===== src/verilog/dtc_consts.svh =====
// Register offsets, field positions and reset values of the timing config block
`ifndef DTC_CONSTS_SVH
`define DTC_CONSTS_SVH

`define DTC_OFS_WTR        12'h03c
`define DTC_OFS_PDX        12'h040
`define DTC_OFS_SRX        12'h044
`define DTC_OFS_SRE        12'h048
`define DTC_OFS_MEM2       12'h04c
`define DTC_OFS_REF        12'h050
`define DTC_OFS_QOS_LO     12'h100
`define DTC_OFS_QOS_HI     12'h13c
`define DTC_OFS_CHIP0      12'h200
`define DTC_OFS_STATE      12'h300

`define DTC_RST_WTR        3'h2
`define DTC_RST_PDX        8'h01
`define DTC_RST_SRX        8'h0a
`define DTC_RST_SRE        8'h14
`define DTC_RST_MEM2       11'h000
`define DTC_RST_REF        12'h000
`define DTC_RST_QOS        10'h000
`define DTC_RST_CHIP0      17'h0ff00

`define DTC_MEM2_RDLY_HI   10
`define DTC_MEM2_RDLY_LO   9
`define DTC_MEM2_KIND_HI   8
`define DTC_MEM2_KIND_LO   6
`define DTC_MEM2_WID_HI    5
`define DTC_MEM2_WID_LO    4
`define DTC_MEM2_CKE       3
`define DTC_MEM2_DQM       2
`define DTC_MEM2_FAST      1
`define DTC_MEM2_SYNC      0
`define DTC_REF_PRE_HI     11
`define DTC_REF_PRE_LO     3
`define DTC_REF_OUT_HI     2
`define DTC_REF_OUT_LO     0
`define DTC_QOS_MAX_HI     9
`define DTC_QOS_MAX_LO     2
`define DTC_QOS_MIN        1
`define DTC_QOS_EN         0
`define DTC_CH0_ORG        16
`define DTC_CH0_MATCH_HI   15
`define DTC_CH0_MATCH_LO   8
`define DTC_CH0_MASK_HI    7
`define DTC_CH0_MASK_LO    0
`define DTC_QOS_ENTRIES    16
`define DTC_ID_SHIFT       5

`endif


===== src/verilog/dtc_pkg.sv =====
// Types shared by the timing config block
package dtc_pkg;
	typedef enum logic [2:0] {
		DTC_KIND_SDR   = 3'h0,
		DTC_KIND_DDR   = 3'h1,
		DTC_KIND_EDRAM = 3'h2,
		DTC_KIND_LPDDR = 3'h3
	} dtc_kind_t;
	typedef enum logic [1:0] {
		DTC_WID_16  = 2'h0,
		DTC_WID_32  = 2'h1,
		DTC_WID_64  = 2'h2,
		DTC_WID_RES = 2'h3
	} dtc_width_t;
	typedef enum {
		DTC_WAIT_IDLE,
		DTC_WAIT_WTR,
		DTC_WAIT_PDX,
		DTC_WAIT_SRX,
		DTC_WAIT_SRE
	} dtc_wait_t;
endpackage


===== src/verilog/dtc_gap_timer.sv =====
// Down-counter that holds off commands for a programmed number of memory clocks
`timescale 1ns/1ps
`default_nettype none
module dtc_gap_timer #(
	parameter int WIDTH = 8
) (
	// Clock and reset
	input  wire logic             aclk,
	input  wire logic             aresetn,
	// One pulse per memory clock cycle
	input  wire logic             mclk_tick,
	// Start with count
	input  wire logic             start,
	input  wire logic [WIDTH-1:0] count,
	// Hold-off level
	output logic                  busy
);
	logic [WIDTH-1:0] remain;
	logic [WIDTH-1:0] next_remain;

	// Zero count means no hold-off at all
	assign next_remain = start ? count :
		(mclk_tick && remain != '0) ? remain - 1'b1 : remain;
	assign busy = remain != '0;

	// Remaining memory clocks
	always_ff @(posedge aclk) begin
		if (!aresetn) begin
			remain <= '0;
		end else begin
			remain <= next_remain;
		end
	end
endmodule
`default_nettype wire


===== src/verilog/dtc_top.sv =====
// Timing and configuration registers of the DRAM controller, AXI4-Lite slave
//
// Our own choice: the AXI4-Lite register port.
`timescale 1ns/1ps
`default_nettype none
`include "dtc_consts.svh"

module dtc_top
	import dtc_pkg::*;
#(
	parameter int ADDR_W = 12
) (
	// Clock and reset
	input  wire logic              aclk,
	input  wire logic              aresetn,
	// AXI4-Lite write address
	input  wire logic [ADDR_W-1:0] s_axi_awaddr,
	input  wire logic              s_axi_awvalid,
	output logic                   s_axi_awready,
	// AXI4-Lite write data
	input  wire logic [31:0]       s_axi_wdata,
	input  wire logic [3:0]        s_axi_wstrb,
	input  wire logic              s_axi_wvalid,
	output logic                   s_axi_wready,
	// AXI4-Lite write response
	output logic [1:0]             s_axi_bresp,
	output logic                   s_axi_bvalid,
	input  wire logic              s_axi_bready,
	// AXI4-Lite read address
	input  wire logic [ADDR_W-1:0] s_axi_araddr,
	input  wire logic              s_axi_arvalid,
	output logic                   s_axi_arready,
	// AXI4-Lite read data
	output logic [31:0]            s_axi_rdata,
	output logic [1:0]             s_axi_rresp,
	output logic                   s_axi_rvalid,
	input  wire logic              s_axi_rready,
	// Controller state from scheduler
	input  wire logic              cfg_state,
	input  wire logic              low_power_state,
	input  wire logic              mclk_tick,
	// Command events from scheduler
	input  wire logic              write_issued,
	input  wire logic              read_wanted,
	input  wire logic              powerdown_exit,
	input  wire logic              selfrefresh_exit,
	input  wire logic              selfrefresh_entry,
	output logic                   read_hold,
	output logic                   command_hold,
	// Memory setup outputs
	output logic [1:0]             pad_read_latency,
	output dtc_kind_t              memory_kind,
	output dtc_width_t             memory_width,
	output logic                   width_reserved,
	output logic                   cke_out,
	output logic                   dqm_out,
	output logic                   bus_faster_synchronous,
	output logic                   clocks_synchronous,
	// Refresh setup
	output logic [8:0]             refresh_prescale,
	output logic [2:0]             refresh_max_outstanding,
	// QoS lookup by master identifier
	input  wire logic [7:0]        master_id,
	output logic                   qos_enable,
	output logic                   qos_min,
	output logic [7:0]             qos_max,
	// Chip zero decode
	input  wire logic [31:0]       bus_addr,
	output logic                   chip_zero_select,
	output logic                   bank_row_column
);
	localparam int NQ = `DTC_QOS_ENTRIES;

	logic [2:0]  write_read_turnaround;
	logic [7:0]  powerdown_exit_time;
	logic [7:0]  selfrefresh_exit_time;
	logic [7:0]  selfrefresh_entry_time;
	logic [10:0] memory_setup_second;
	logic [11:0] refresh_setup;
	logic [9:0]  master_qos_setup [NQ];
	logic [16:0] chip_zero_decode;

	logic              aw_held;
	logic              w_held;
	logic [ADDR_W-1:0] aw_addr;
	logic [31:0]       w_data;
	logic [3:0]        w_strb;
	logic [31:0]       rd_word;
	logic              rd_ok;
	logic              wr_ok;
	logic              do_write;
	logic              do_read;
	logic              cfg_open;
	logic              mem_out_live;
	logic              wtr_busy;
	logic              pdx_busy;
	logic              srx_busy;
	logic              sre_busy;
	logic [31:0]       wmask;
	dtc_wait_t         wait_state;
	dtc_wait_t         next_wait_state;

	// Only these states let software touch guarded registers
	assign cfg_open = cfg_state | low_power_state;

	// Strobe to bit mask
	assign wmask = {{8{w_strb[3]}}, {8{w_strb[2]}},
		{8{w_strb[1]}}, {8{w_strb[0]}}};

	// Channel readiness: one write and one read in flight at most
	assign s_axi_awready = !aw_held && !s_axi_bvalid;
	assign s_axi_wready  = !w_held && !s_axi_bvalid;
	assign s_axi_arready = !s_axi_rvalid;
	assign do_write = aw_held && w_held && !s_axi_bvalid;
	assign do_read  = s_axi_arvalid && s_axi_arready;

	// Write decode; guarded offsets refuse outside config and low-power states
	function automatic logic wr_hit(input logic [ADDR_W-1:0] a,
		input logic open);
		logic [11:0] o;
		o = 12'(a);
		case (o)
			`DTC_OFS_WTR, `DTC_OFS_SRX, `DTC_OFS_SRE,
			`DTC_OFS_REF, `DTC_OFS_CHIP0: wr_hit = open;
			`DTC_OFS_PDX, `DTC_OFS_MEM2: wr_hit = 1'b1;
			default: wr_hit = (o >= `DTC_OFS_QOS_LO) &&
				(o <= `DTC_OFS_QOS_HI) && (o[1:0] == 2'h0) && open;
		endcase
	endfunction
	assign wr_ok = wr_hit(aw_addr, cfg_open);
	assign rd_ok = wr_hit(s_axi_araddr, cfg_open) ||
		(12'(s_axi_araddr) == `DTC_OFS_STATE);

	// Read mux, reserved bits zero
	always_comb begin
		logic [11:0] o;
		o = 12'(s_axi_araddr);
		rd_word = 32'h0000_0000;
		case (o)
			`DTC_OFS_WTR:   rd_word = {29'h0, write_read_turnaround};
			`DTC_OFS_PDX:   rd_word = {24'h0, powerdown_exit_time};
			`DTC_OFS_SRX:   rd_word = {24'h0, selfrefresh_exit_time};
			`DTC_OFS_SRE:   rd_word = {24'h0, selfrefresh_entry_time};
			`DTC_OFS_MEM2:  rd_word = {21'h0, memory_setup_second};
			`DTC_OFS_REF:   rd_word = {20'h0, refresh_setup};
			`DTC_OFS_CHIP0: rd_word = {15'h0, chip_zero_decode};
			`DTC_OFS_STATE: rd_word = {26'h0, sre_busy, srx_busy, pdx_busy,
				wtr_busy, low_power_state, cfg_state};
			default: begin
				if (o >= `DTC_OFS_QOS_LO && o <= `DTC_OFS_QOS_HI)
					rd_word = {22'h0, master_qos_setup[o[5:2]]};
			end
		endcase
	end

	// Capture write address and data in either order
	always_ff @(posedge aclk) begin
		if (!aresetn) begin
			aw_held <= 1'b0;
			w_held  <= 1'b0;
			aw_addr <= '0;
			w_data  <= 32'h0000_0000;
			w_strb  <= 4'h0;
		end else begin
			if (s_axi_awvalid && s_axi_awready) begin
				aw_held <= 1'b1;
				aw_addr <= s_axi_awaddr;
			end else if (do_write) begin
				aw_held <= 1'b0;
			end
			if (s_axi_wvalid && s_axi_wready) begin
				w_held <= 1'b1;
				w_data <= s_axi_wdata;
				w_strb <= s_axi_wstrb;
			end else if (do_write) begin
				w_held <= 1'b0;
			end
		end
	end

	// Responses; refused access answers SLVERR
	always_ff @(posedge aclk) begin
		if (!aresetn) begin
			s_axi_bvalid <= 1'b0;
			s_axi_bresp  <= 2'h0;
			s_axi_rvalid <= 1'b0;
			s_axi_rresp  <= 2'h0;
			s_axi_rdata  <= 32'h0000_0000;
		end else begin
			if (do_write) begin
				s_axi_bvalid <= 1'b1;
				s_axi_bresp  <= wr_ok ? 2'h0 : 2'h2;
			end else if (s_axi_bready) begin
				s_axi_bvalid <= 1'b0;
			end
			if (do_read) begin
				s_axi_rvalid <= 1'b1;
				s_axi_rresp  <= rd_ok ? 2'h0 : 2'h2;
				s_axi_rdata  <= rd_ok ? rd_word : 32'h0000_0000;
			end else if (s_axi_rready) begin
				s_axi_rvalid <= 1'b0;
			end
		end
	end

	// Scalar registers with byte strobes
	always_ff @(posedge aclk) begin
		if (!aresetn) begin
			write_read_turnaround  <= `DTC_RST_WTR;
			powerdown_exit_time    <= `DTC_RST_PDX;
			selfrefresh_exit_time  <= `DTC_RST_SRX;
			selfrefresh_entry_time <= `DTC_RST_SRE;
			memory_setup_second    <= `DTC_RST_MEM2;
			refresh_setup          <= `DTC_RST_REF;
			chip_zero_decode       <= `DTC_RST_CHIP0;
		end else if (do_write && wr_ok) begin
			case (12'(aw_addr))
				`DTC_OFS_WTR: write_read_turnaround <= 3'((w_data & wmask) |
					({29'h0, write_read_turnaround} & ~wmask));
				`DTC_OFS_PDX: powerdown_exit_time <= 8'((w_data & wmask) |
					({24'h0, powerdown_exit_time} & ~wmask));
				`DTC_OFS_SRX: selfrefresh_exit_time <= 8'((w_data & wmask) |
					({24'h0, selfrefresh_exit_time} & ~wmask));
				`DTC_OFS_SRE: selfrefresh_entry_time <= 8'((w_data & wmask) |
					({24'h0, selfrefresh_entry_time} & ~wmask));
				`DTC_OFS_MEM2: memory_setup_second <= 11'((w_data & wmask) |
					({21'h0, memory_setup_second} & ~wmask));
				`DTC_OFS_REF: refresh_setup <= 12'((w_data & wmask) |
					({20'h0, refresh_setup} & ~wmask));
				`DTC_OFS_CHIP0: chip_zero_decode <= 17'((w_data & wmask) |
					({15'h0, chip_zero_decode} & ~wmask));
				default: ;
			endcase
		end
	end

	// One QoS entry per word in the QoS window
	generate
		for (genvar i = 0; i < NQ; i++) begin : g_qos
			wire hit_q = do_write && wr_ok &&
				(12'(aw_addr) == 12'(`DTC_OFS_QOS_LO + 4 * i));
			always_ff @(posedge aclk) begin
				if (!aresetn) begin
					master_qos_setup[i] <= `DTC_RST_QOS;
				end else if (hit_q) begin
					master_qos_setup[i] <= 10'((w_data & wmask) |
						({22'h0, master_qos_setup[i]} & ~wmask));
				end
			end
		end
	endgenerate

	// Memory setup fields out to the pad side
	assign pad_read_latency = memory_setup_second[`DTC_MEM2_RDLY_HI:
		`DTC_MEM2_RDLY_LO];
	assign memory_kind = dtc_kind_t'(memory_setup_second[`DTC_MEM2_KIND_HI:
		`DTC_MEM2_KIND_LO]);
	assign memory_width = dtc_width_t'(memory_setup_second[`DTC_MEM2_WID_HI:
		`DTC_MEM2_WID_LO]);
	assign width_reserved = memory_width == DTC_WID_RES;
	assign bus_faster_synchronous = memory_setup_second[`DTC_MEM2_FAST];
	assign clocks_synchronous = memory_setup_second[`DTC_MEM2_SYNC];
	assign refresh_prescale = refresh_setup[`DTC_REF_PRE_HI:`DTC_REF_PRE_LO];
	assign refresh_max_outstanding = refresh_setup[`DTC_REF_OUT_HI:
		`DTC_REF_OUT_LO];

	// Init levels hold until the controller first leaves config state
	always_ff @(posedge aclk) begin
		if (!aresetn) begin
			mem_out_live <= 1'b0;
		end else if (!cfg_state) begin
			mem_out_live <= 1'b1;
		end
	end
	assign cke_out = mem_out_live ? 1'b1 :
		memory_setup_second[`DTC_MEM2_CKE];
	assign dqm_out = mem_out_live ? 1'b0 :
		memory_setup_second[`DTC_MEM2_DQM];

	// Master id upper bits pick its entry
	wire [3:0] qos_sel = 4'(master_id >> `DTC_ID_SHIFT);
	assign qos_enable = master_qos_setup[qos_sel][`DTC_QOS_EN];
	assign qos_min    = master_qos_setup[qos_sel][`DTC_QOS_MIN];
	assign qos_max    = master_qos_setup[qos_sel][`DTC_QOS_MAX_HI:
		`DTC_QOS_MAX_LO];

	// Chip zero decode; zero mask selects everything
	wire [7:0] ch0_mask  = chip_zero_decode[`DTC_CH0_MASK_HI:
		`DTC_CH0_MASK_LO];
	wire [7:0] ch0_match = chip_zero_decode[`DTC_CH0_MATCH_HI:
		`DTC_CH0_MATCH_LO];
	assign chip_zero_select = (bus_addr[31:24] & ch0_mask) ==
		(ch0_match & ch0_mask);
	assign bank_row_column = chip_zero_decode[`DTC_CH0_ORG];

	// Gap timers, one per command spacing
	dtc_gap_timer #(.WIDTH(3)) u_wtr (
		.aclk(aclk), .aresetn(aresetn), .mclk_tick(mclk_tick),
		.start(write_issued), .count(write_read_turnaround),
		.busy(wtr_busy));
	dtc_gap_timer #(.WIDTH(8)) u_pdx (
		.aclk(aclk), .aresetn(aresetn), .mclk_tick(mclk_tick),
		.start(powerdown_exit), .count(powerdown_exit_time),
		.busy(pdx_busy));
	dtc_gap_timer #(.WIDTH(8)) u_srx (
		.aclk(aclk), .aresetn(aresetn), .mclk_tick(mclk_tick),
		.start(selfrefresh_exit), .count(selfrefresh_exit_time),
		.busy(srx_busy));
	dtc_gap_timer #(.WIDTH(8)) u_sre (
		.aclk(aclk), .aresetn(aresetn), .mclk_tick(mclk_tick),
		.start(selfrefresh_entry), .count(selfrefresh_entry_time),
		.busy(sre_busy));

	// Hold-off outputs; read_wanted gates read_hold, so reads are held only while one is wanted
	assign read_hold    = wtr_busy && read_wanted;
	assign command_hold = pdx_busy || srx_busy || sre_busy;

	// Summary of which wait dominates, srx first; kept internal, not in the read mux
	always_comb begin
		next_wait_state = DTC_WAIT_IDLE;
		case (1'b1)
			srx_busy: next_wait_state = DTC_WAIT_SRX;
			sre_busy: next_wait_state = DTC_WAIT_SRE;
			pdx_busy: next_wait_state = DTC_WAIT_PDX;
			wtr_busy: next_wait_state = DTC_WAIT_WTR;
			default:  next_wait_state = DTC_WAIT_IDLE;
		endcase
	end
	always_ff @(posedge aclk) begin
		if (!aresetn) begin
			wait_state <= DTC_WAIT_IDLE;
		end else begin
			wait_state <= next_wait_state;
		end
	end
endmodule
`default_nettype wire


===== config.mk =====
export PLATFORM = sky130hd
export DESIGN_NAME = dtc_top
export DESIGN_NICKNAME = d
export VERILOG_FILES = /design/src/verilog/dtc_pkg.sv /design/src/verilog/dtc_gap_timer.sv /design/src/verilog/dtc_top.sv
export VERILOG_INCLUDE_DIRS = /design/src /design/src/verilog
export SDC_FILE = /design/constraint.sdc
export NUM_CORES = 1
export LEC_CHECK = 0
export BUFFER_PORTS_ARGS = -buffer_cell sky130_fd_sc_hd__buf_2
export CAP_MARGIN = 25
export CELL_PAD_IN_SITES_DETAIL_PLACEMENT = 0
export CELL_PAD_IN_SITES_GLOBAL_PLACEMENT = 1
export CORE_MARGIN = 2
export CORE_UTILIZATION = 34
export CTS_CLUSTER_SIZE = 28
export DETAILED_ROUTE_END_ITERATION = 12
export GPL_TIMING_DRIVEN = 0
export PLACE_DENSITY_LB_ADDON = 0.2
export RECOVER_POWER = 50
export SLEW_MARGIN = 20
export SYNTH_ARGS = -nofsm -noshare
export SYNTH_HDL_FRONTEND = slang
export SYNTH_SLANG_ARGS = --single-unit

===== constraint.sdc =====
create_clock -name aclk -period 3.35 [get_ports aclk]
set_input_delay 0.335 -clock aclk [delete_from_list [all_inputs] [get_ports aclk]]
set_output_delay 0.335 -clock aclk [all_outputs]
set_load 0.01 [all_outputs]

== Word-level counts from Yosys, hierarchy flattened ==
Memories as Yosys holds them, arrays and structs flattened.
Cells that the tools add are included.

* Register bits after elaboration: 167
* Memory bits (writable): 160
* Output and inout bits: 79
* Logic and storage cells: 287
* Memories kept: 1

{| class="wikitable"
|+ Memory list
! memory !! words !! bits a word !! rd ports !! clocked after Yosys merged registers in !! write ports !! line !! text
|-
| master_qos_setup || 16 || 10 || 18 || 0 || 16 || dtc_top.sv:80 || <nowiki>logic [9:0] master_qos_setup [NQ];</nowiki>
|}

* Add/sub/neg operators: 4
* $lt $le $gt $ge: 4
* Equal/unequal tests: 33
* Multiplexer cells: 89
* Bitwise operators: 67
* Reductions and logical operators: 67

{| class="wikitable"
|+ Operator list
! cell !! number
|-
| 12-bit by 9-bit == test with 1-bit output (second input constant) || 16
|-
| 10-bit 2-to-1 mux || 17
|-
| 10-bit bitwise AND || 16
|-
| 10-bit OR || 16
|-
| 17-bit case mux with 8 select lines || 1
|-
| 12-bit by 7-bit == test with 1-bit output (second input constant) || 10
|-
| 1-bit 2-to-1 mux || 58
|-
| 8-bit 2-to-1 mux || 6
|-
| 8-bit bitwise AND || 5
|-
| 12-bit by 10-bit == test with 1-bit output (second input constant) || 3
|-
| 1-bit logical AND || 35
|-
| 17-bit bitwise AND || 2
|-
| 32-bit 2-to-1 mux || 1
|-
| 12-bit by 6-bit == test with 1-bit output (second input constant) || 2
|-
| 12-bit by 9-bit >= comparator with 1-bit output (second input constant) || 2
|-
| 12-bit by 9-bit <= comparator with 1-bit output (second input constant) || 2
|-
| 8-bit OR || 3
|-
| 8-bit nonzero test || 3
|-
| 8-bit by 1-bit subtractor with 8-bit output (second input constant) || 3
|-
| 17-bit inverter || 1
|-
| 1-bit OR || 17
|-
| 17-bit OR || 1
|-
| 2-bit nonzero test || 8
|-
| 2-bit AND reduction || 7
|-
| other kinds (18) || 29
|}

== Longest topological paths before layout ==
Gate-level depths: netlist (run 1).

* Depth in word-level cells: 11
* Gate-level depth with buffers: 10
* Depth with buffers taken out: 8

== Cells and area by module ==
A second synthesis (run 1) with hierarchy kept.

* Cell total of the unflattened synthesis: 1653
* Area, all modules: 17123.9 µm²

{| class="wikitable"
|+ By module, submodules not included
! module !! times used !! cells an instance !! area each (µm²) !! sequential area each (µm²)
|-
| dtc_top || 1 || 1456 || 15469.8 || 7267.0
|-
| dtc_gap_timer at u_pdx ... || 3 || 58 || 483.0 || 160.2
|-
| dtc_gap_timer at u_wtr || 1 || 23 || 205.2 || 60.1
|}

== Least setup slack after synthesis (run 1) ==
OpenSTA, ideal clock, no wires.

* Kind: register to register
* From: reg aw_addr[2]
* To: mem master_qos_setup[13][0], enable pin
* Setup time: 391 ps
* Arrival time: 2966 ps
* Data required time: 2959 ps
* Slack: -6 ps
* Stages on the path, launching flop included: 10
* Cell sequence: dfxtp_1 > buf_6 > or4_1 > buf_2 > nor4_1 > a221oi_1 > a211o_1 > clkbuf_1 > or2_1 > o21ai_0

{| class="wikitable"
|+ RTL lines
! item !! line !! text
|-
| start, declared || dtc_top.sv:85 || <nowiki>logic [ADDR_W-1:0] aw_addr;</nowiki>
|-
| start signal, assigned || dtc_top.sv:167 || <nowiki>aw_addr <= s_axi_awaddr;</nowiki>
|-
| end, declared || dtc_top.sv:80 ||
|}

==> metrics list, run 1 <==
- The area growth from synthesis to layout is 19.1%.
- Summing the areas of all and, or, nand and nor instances in the mapped netlist gives 15.3% of the synthesized area.
- Counting flops with a built-in enable in the synthesized netlist gives 160.
- Global Route Usage Sum: 25.3%
- The number of antenna violations at the first check in global routing came to 1.
* Clock latency on the worst-skew pair: 580 ps
- After floorplanning, the core was divided into 80 placement rows.
- Relative slew slack: 9.35%
- Broken down by cell family, the worst path's largest delay share belongs to simple AND/OR/NAND/NOR gates.
* Number of vias per cell after detailed routing: 5.79
* Global-route wire length before repair: 92500 um
- Total of endpoints with negative setup slack in the final report: 0
* Via count of the first global-routing pass: 13379
- Level count of the clock H-tree: 2
- RSZ-0062 raised after global routing: true
- Total via count in the routed design: 14171
* Register area share after synthesis: 47.7%
* WL/cell: 26.2 um
- Drt first pass iters: 7
* Run status: finished clean
* Static leakage power: 6.58 nW
* Aggregate routed wire length: 64000 um
* Worst hold path class: input port to register
- The critical path goes through clkbuf_1, or4_1, buf_2, nor4_1, a221oi_1, a211o_4, or2_1, o21ai_4, buf_6.
- Internal power summed over all cells: 6.93 mW
- TritonCTS built the clock tree.
* Largest net degree at the start of global routing: 19
- Synth unique cells: 63
- Effective utilization at floorplan: 34.4%
- Switching Share: 26.8%
- Setup slack on the worst reg-to-reg path comes out at 140 ps.
- The floorplan step defined a die boundary enclosing 49900 sq um.
* Antenna cells: 0
- CTS Buffer Depth: 3
* Combinational power share: 11.5%
* I/O Pins: 194
* CTS Root Buffer Type: clkbuf_16
- For this design, the sink count on the clock tree is 310.
- Buffers placed on the I/O ports in this run total 123.
* Number of buffers added by the clock tree synthesis step: 38
* Number of warnings printed during yosys synthesis: 0
* Switching power of the nets: 2.53 mW
- In this run, the clock network consumes 43.8% of the power.
- Power spread over the standard cell area amounts to 485 nW/um^2.
* Post-synthesis compound-gate area fraction: 16.0%
* Core Box Area: 47600 sq um
* Worst hold slack across all endpoints: 8.55 ps
* Worst clock skew on the final layout: 32.4 ps
- At the pin with the least slew margin, the transition time is 1350 ps.
- At the worst endpoint, the arrival time is 3470 ps.
- For the final routed database, the setup TNS stands at 0 ps.
- The detail route stage leaves a number of antenna-violating nets equal to 0.
- In the synthesized netlist, mux cells make up 13.8% of the area.
- IR analysis of the VDD net gives a maximum drop of 288 uV.
* Category of the worst setup path launch point: register
- Flip-flop and latch count after synthesis: 310
- Cell area after synthesis: 16400 sq um
- The net count of the finished layout is 1923.
- In the final layout, the share of cells above drive strength 1 is 17.7%.
- Library cell contributing the largest single delay on the critical path: a211o_4
* Final global-route overflow total: 0
* Shortest clock period the worst path allows after layout: 3210 ps
* Number of design-rule violations left by the first detailed-router iteration: 1542
- Die X-Extent: 223 um
* Final GP Congestion: 0.939
- Synthesis produced 1598 cells.
- After clock tree synthesis, the clock-pin slew on the worst setup and hold paths is 70 ps.
- For this run, the slowest stage of the critical path takes 470 ps.
* Count of pins over their slew limit: 0
* CP bufs+invs: 3
- The synthesized netlist devotes 0.535% of its cell area to adder and majority cells.
- The tool flagged a number of max-cap violations equal to 0.
- Summing the areas of all xor and xnor instances in the mapped netlist gives 1.71% of the synthesized area.
- From bottom edge to top edge, the die measures 223 um.
- Timing would allow up to 311 MHz.
- The final number of hold-violating endpoints came to 0.
- In the routed design, unresolved DRC markers number 0.
* Post-synthesis average cell area: 10.2 sq um
- Proportion of synthesized flip-flops having asynchronous set or reset: 0%
* Post-synth top flop: edfxtp_1
* Worst-path fanout max: 18
* HPWL after detailed placement: 48600 um
- Path type of the worst setup path: register to register
- Combinational family with the most area after synthesis: compound AO/OA/AOI/OAI gates
* Ratio of final minimum period to clock period: 95.9%
- Worst EP required: 3610 ps
* Part of the total power dissipated in sequential elements: 44.7%
* Setup crit end kind: register
==> synth_stat cells, types with 23 or more instances <==
| cell type | instances | area share, % |
|---|---|---|
| mux2i_1 | 65 | 4.0 |
| buf_4 | 25 | 1.1 |
| nand2b_1 | 46 | 1.8 |
| dfxtp_1 | 150 | 18 |
| a2111oi_0 | 119 | 6.4 |
| nand2_1 | 294 | 6.7 |
| mux4_2 | 64 | 8.8 |
| nor3_1 | 23 | 0.70 |
| nand3_1 | 27 | 0.83 |
| clkbuf_1 | 122 | 2.8 |
| a21oi_1 | 94 | 2.9 |
| o21ai_0 | 60 | 1.8 |
| nor2_1 | 82 | 1.9 |
| edfxtp_1 | 160 | 29 |
| a21oi_2 | 31 | 1.7 |
==> layer usage <==
metal	routed length (um)	GRT usage, %
met4	2050	8.99
met3	5200	3.61
met1	27600	35.9
met5	14	0
met2	29100	39.5
==> final cells by class <==
cell class	count	area (sq um)
clock buffer	56	1130
clock inverter	14	106
fill	4711	28100
tap	615	769
inverter	18	67.6
timing repair buffer	148	860
sequential	310	7810
buffer	167	751
multi-input combinational	1118	8010
==> cells in the final DEF (no fill, tap or decap), types with 64 or more instances in the layout <==
cell and count:
buf_2 84, nor2_1 82, mux4_2 64, a21oi_1 94, dfxtp_1 150, clkbuf_1 179
nand2_1 294, mux2i_1 65, a2111oi_0 106, edfxtp_1 160
==> logic make-up after synthesis <==
kind of cell,after synthesis
compound gates,368
xor+xnor,32
fa+ha+maj,7
buf+inv,186
flops,310
mux,144
other cells,1
simple gates,550
==> per-stage QoR <==
stage | instance area [sq um] | power [mW] | worst slack [ps] | utilization, % | cells
global placement | 17800 | 5.32 | -1460 | 37.4 | 2352
CTS | 19500 | 9.50 | 104 | 41.0 | 2446
floorplan | 16400 | 4.91 | -6.33 | - | 1614
detailed placement | 18000 | 5.34 | -329 | 37.7 | 2362
global route | 19500 | 9.74 | -17.6 | 40.9 | 2446
finish | 19500 | 9.46 | 137 | 40.9 | 2446
==> worst register-to-register path, stage by stage (launching register included) <==
cell and delay [ps]:
dfxtp_1 290, clkbuf_1 180, or4_1 420, buf_2 210, nor4_1 300, a221oi_1 110, a211o_4 470, or2_1 410
o21ai_4 310, buf_6 210
==> power by group through the flow <==
| stage | combinational (mW) | sequential (mW) | clock, mW |
|---|---|---|---|
| floorplan | 0.660 | 4.25 | 0 |
| global placement | 1.02 | 4.30 | 0 |
| detailed placement | 1.04 | 4.30 | 0 |
| CTS | 1.09 | 4.22 | 4.19 |
| global route | 1.17 | 4.24 | 4.33 |
| finish | 1.09 | 4.23 | 4.14 |
==> worst paths after layout <==
kind,startpoint,to,depth (start not counted)
setup reg to reg,aw_addr[3],master_qos_setup[13][6],9
hold / removal,s_axi_awaddr[5],aw_addr[5],3
setup / recovery,aw_addr[3],master_qos_setup[13][6],9
hold reg to reg,mem_out_live,mem_out_live,2
==> timing repair <==
item,CTS,global route
hold endpoints to repair,5,0
hold buffers,5,0
setup buffers,10,0
setup endpoints to repair,151,71
pin swaps,8,1
resized for setup,18,21
Power figures use the tool's default switching activity.
==> run 2: changes to the inputs <==
==> constraint.sdc (replaced) <==
create_clock -name aclk -period 3.6 [get_ports aclk]
set_input_delay 0.36 -clock aclk [delete_from_list [all_inputs] [get_ports aclk]]
set_output_delay 0.36 -clock aclk [all_outputs]
set_load 0.01 [all_outputs]
==> run 2 against run 1 <==
Net effect:
- critical path type unchanged
- worst setup slack got worse by 68 ps
- combinational power is 7% lower
- highest routed layer unchanged
- fmax decreased by 9.0%
- final cell count decreased by 0.29%
- hold slack improved by 22 ps
- global-route usage down 0.068 points
==> metrics list, run 2 (synthesis results as in run 1) <==
* Run status: finished clean
- The height of the die was 223 um (unchanged).
- The post-DP HPWL was 48600 um (unchanged).
- TritonCTS built the clock tree.
* Drt first pass iters: 5 (-2)
- Data arrival time at the worst-slack endpoint: 3780 ps (+310 ps)
- Worst clock skew on the final layout: 33.0 ps (+0.538 ps)
- STA classifies the critical path startpoint as a register.
- The wire length after detailed routing came to 63900 um (-0.20%).
- Setup crit end kind: register
* Number of design-rule violations left by the first detailed-router iteration: 1590 (+3.1%)
- Worst setup slack after layout: 69.8 ps (-67.6 ps)
- Placement row count: 80 (unchanged)
- Share of layout cells above drive strength 1: 17.5% (-0.21 points)
- The setup-violating endpoint count in the final report is 0 (unchanged).
- The post-route clock period utilization came to 98.1% (+2.2 points).
- Worst EP required: 3850 ps (+240 ps)
* Static leakage power: 6.54 nW (-0.71%)
- The pin count of the biggest net entering global routing was 13 (-6).
- Finished layout cell area: 19400 sq um (-0.58%)
- The routed length on met1 came to 27800 um (+0.40%).
- The peak per-stage delay on the critical path came to 580 ps (+110 ps).
- CP bufs+invs: 2 (-1)
- Level count of the clock H-tree: 2 (unchanged)
- The maximum fanout along the worst path was 10 (-8).
* Path type of the worst setup path: register to register
- Via count of the first global-routing pass: 13283 (-0.72%)
* Number of vias per cell after detailed routing: 5.78 (-0.19%)
- The average detailed-routed wire length per instance was 26.2 um (about the same).
* Worst hold path class: input port to register
- The worst register-to-register path begins at aw_addr[11].
- The antenna diode count came to 0 (unchanged).
- The final cell count without fillers is 2439 (-0.29%).
- The area of the die came to 49900 sq um (unchanged).
- R2R depth: 8 (-1)
- Cell family with most CP delay: simple AND/OR/NAND/NOR gates
- The hold buffer count at cts is 0 (-5).
- The worst slew margin relative to its limit is 30.5% (+21 points).
- The global route total overflow is 0 (unchanged).
* CTS Buffer Depth: 3 (unchanged)
- The utilization after layout is 40.7% (-0.24 points).
- Total via count in the routed design: 14103 (-0.48%)
- The worst-margin pin slew was 1040 ps (-312 ps).
- Commonest cells after routing, fill and taps aside: 294 x nand2_1, 181 x clkbuf_1, 160 x edfxtp_1
* I/O Pins: 194 (unchanged)
- In this run the top signal layer used is met5.
- Synth-to-Final Area Change: 18.4%
* Worst reg2reg endpoint: master_qos_setup[12][3]
* Final GP Congestion: 0.939 (unchanged)
* WL met3: 5190 um (about the same)
- Global-route wire length before repair: 92400 um (-0.19%)
- The ratio of total power to cell area was 453 nW/um^2 (-6.5%).
- The final number of hold-violating endpoints was 0 (unchanged).
* Library cell contributing the largest single delay on the critical path: or4_4
- Leaving out fill and tap cells, the most frequent cell in the layout is nand2_1.
- The worst setup slack before clock tree synthesis was -79.5 ps (+250 ps).
- Count of pins over their slew limit: 0 (unchanged)
- The width of the chip is 223 um (unchanged).
- Setup repair after global routing could not meet its margin everywhere.
- Global Route Usage Sum: 25.2% (-0.068 points)
- The number of antenna violations at the first check in global routing was 1 (unchanged).
* Placed Cells incl. Taps: 2362 (unchanged)
- Fmax achieved: 283 MHz (-9.0%)
* Clock latency on the worst-skew pair: 580 ps (about the same)
- Total placed instance area: 18000 sq um (unchanged)
* Worst VDD drop: 267 uV (-7.4%)
* Series of cell instances along the critical path: or4_4, nor3_4, a31oi_2, a211o_2, clkbuf_1, or2_1, o21ai_4, buf_6
- The number of buffers inserted during clock tree synthesis was 38 (unchanged).
- The worst hold path terminates at aw_addr[1].
- The net count of the finished layout came to 1916 (-0.36%).
* Effective utilization at floorplan: 34.4% (unchanged)
- The post-CTS clock slew at the launch and capture registers of the worst setup and hold paths came to 50 ps (-20 ps).
- The max-capacitance violation count is 0 (unchanged).
- The minimum clock period is 3530 ps (+318 ps).
- The overall power after layout came to 8.79 mW (-7.1%).
* IO Port Bufs: 123 (unchanged)
- Routed met2 length: 29000 um (-0.39%)
- Remaining antenna violation count after routing: 0 (unchanged)
- In this run the clock root is driven by a clkbuf_16.
- Setup slack on the worst flop-to-flop path: 70 ps (-70 ps)
* Count of clock tree sinks: 310 (unchanged)
- The startpoint identified for the worst hold timing path is s_axi_awaddr[1].
- The post-detailed-route DRC marker count was 0 (unchanged).
* Core Box Area: 47600 sq um (unchanged)
- The number of instances on the worst hold path was 3 (unchanged).
-- run 2: worst register-to-register path, stage by stage (launching register included) --
cell      delay (ps)
dfxtp_1          340
or4_4            590
nor3_4           350
a31oi_2          230
a211o_2          440
clkbuf_1         280
or2_1            420
o21ai_4          330
buf_6            220
-- run 2: power by group --
part	internal (mW)	switching (mW)	total [mW]
Combinational	0.359	0.646	1.01
Sequential	3.82	0.110	3.93
Clock	2.26	1.59	3.85
Total	6.44	2.35	8.79
-- run 2: what timing repair did --
action,4_1_cts,5_1_grt
pin swaps,0,6
endpoints found under the setup margin,98,146
cloned,0,0
resized for setup,7,11
buffers inserted,0,7
-- run 2: area by class of cell --
type                            instances  area, sq um
Tap cell                              615          769
Timing Repair Buffer                  140          778
Sequential cell                       310         7810
Clock buffer                           56         1130
Inverter                               18         67.6
Clock inverter                         14          106
Multi-Input combinational cell       1118         7980
Fill cell                            4709        28300
Buffer                                168          752
-- run 2: worst max path at each step --
stage,from,to,slack (ps),depth (start not counted)
6_report,aw_addr[11],master_qos_setup[12][3],70,8
5_1_grt,aw_addr[3],master_qos_setup[13][6],-90,10
2_1_floorplan,aw_addr[2],master_qos_setup[13][0],240,9
3_5_place_dp,aw_addr[11],master_qos_setup[0][4],-80,7
3_3_place_gp,aw_addr[11],master_qos_setup[12][7],-1210,7
4_1_cts,aw_addr[11],master_qos_setup[0][0],-130,7
-- run 2: metrics by stage --
| step | hold WS [ps] | setup TNS, ps |
|---|---|---|
| 6_report | 30.2 | 0 |
| 2_1_floorplan | 434 | 0 |
| 4_1_cts | 13.6 | -3090 |
| 5_1_grt | 44.4 | -2150 |
| 3_5_place_dp | 451 | -4940 |
| 3_3_place_gp | 444 | -141590 |
-- run 2: layer usage --
layer	track usage, %	vias up
li1	-	6333
met1	35.8	7004
met2	39.4	662
met3	3.83	102
met4	8.39	2
met5	0	-
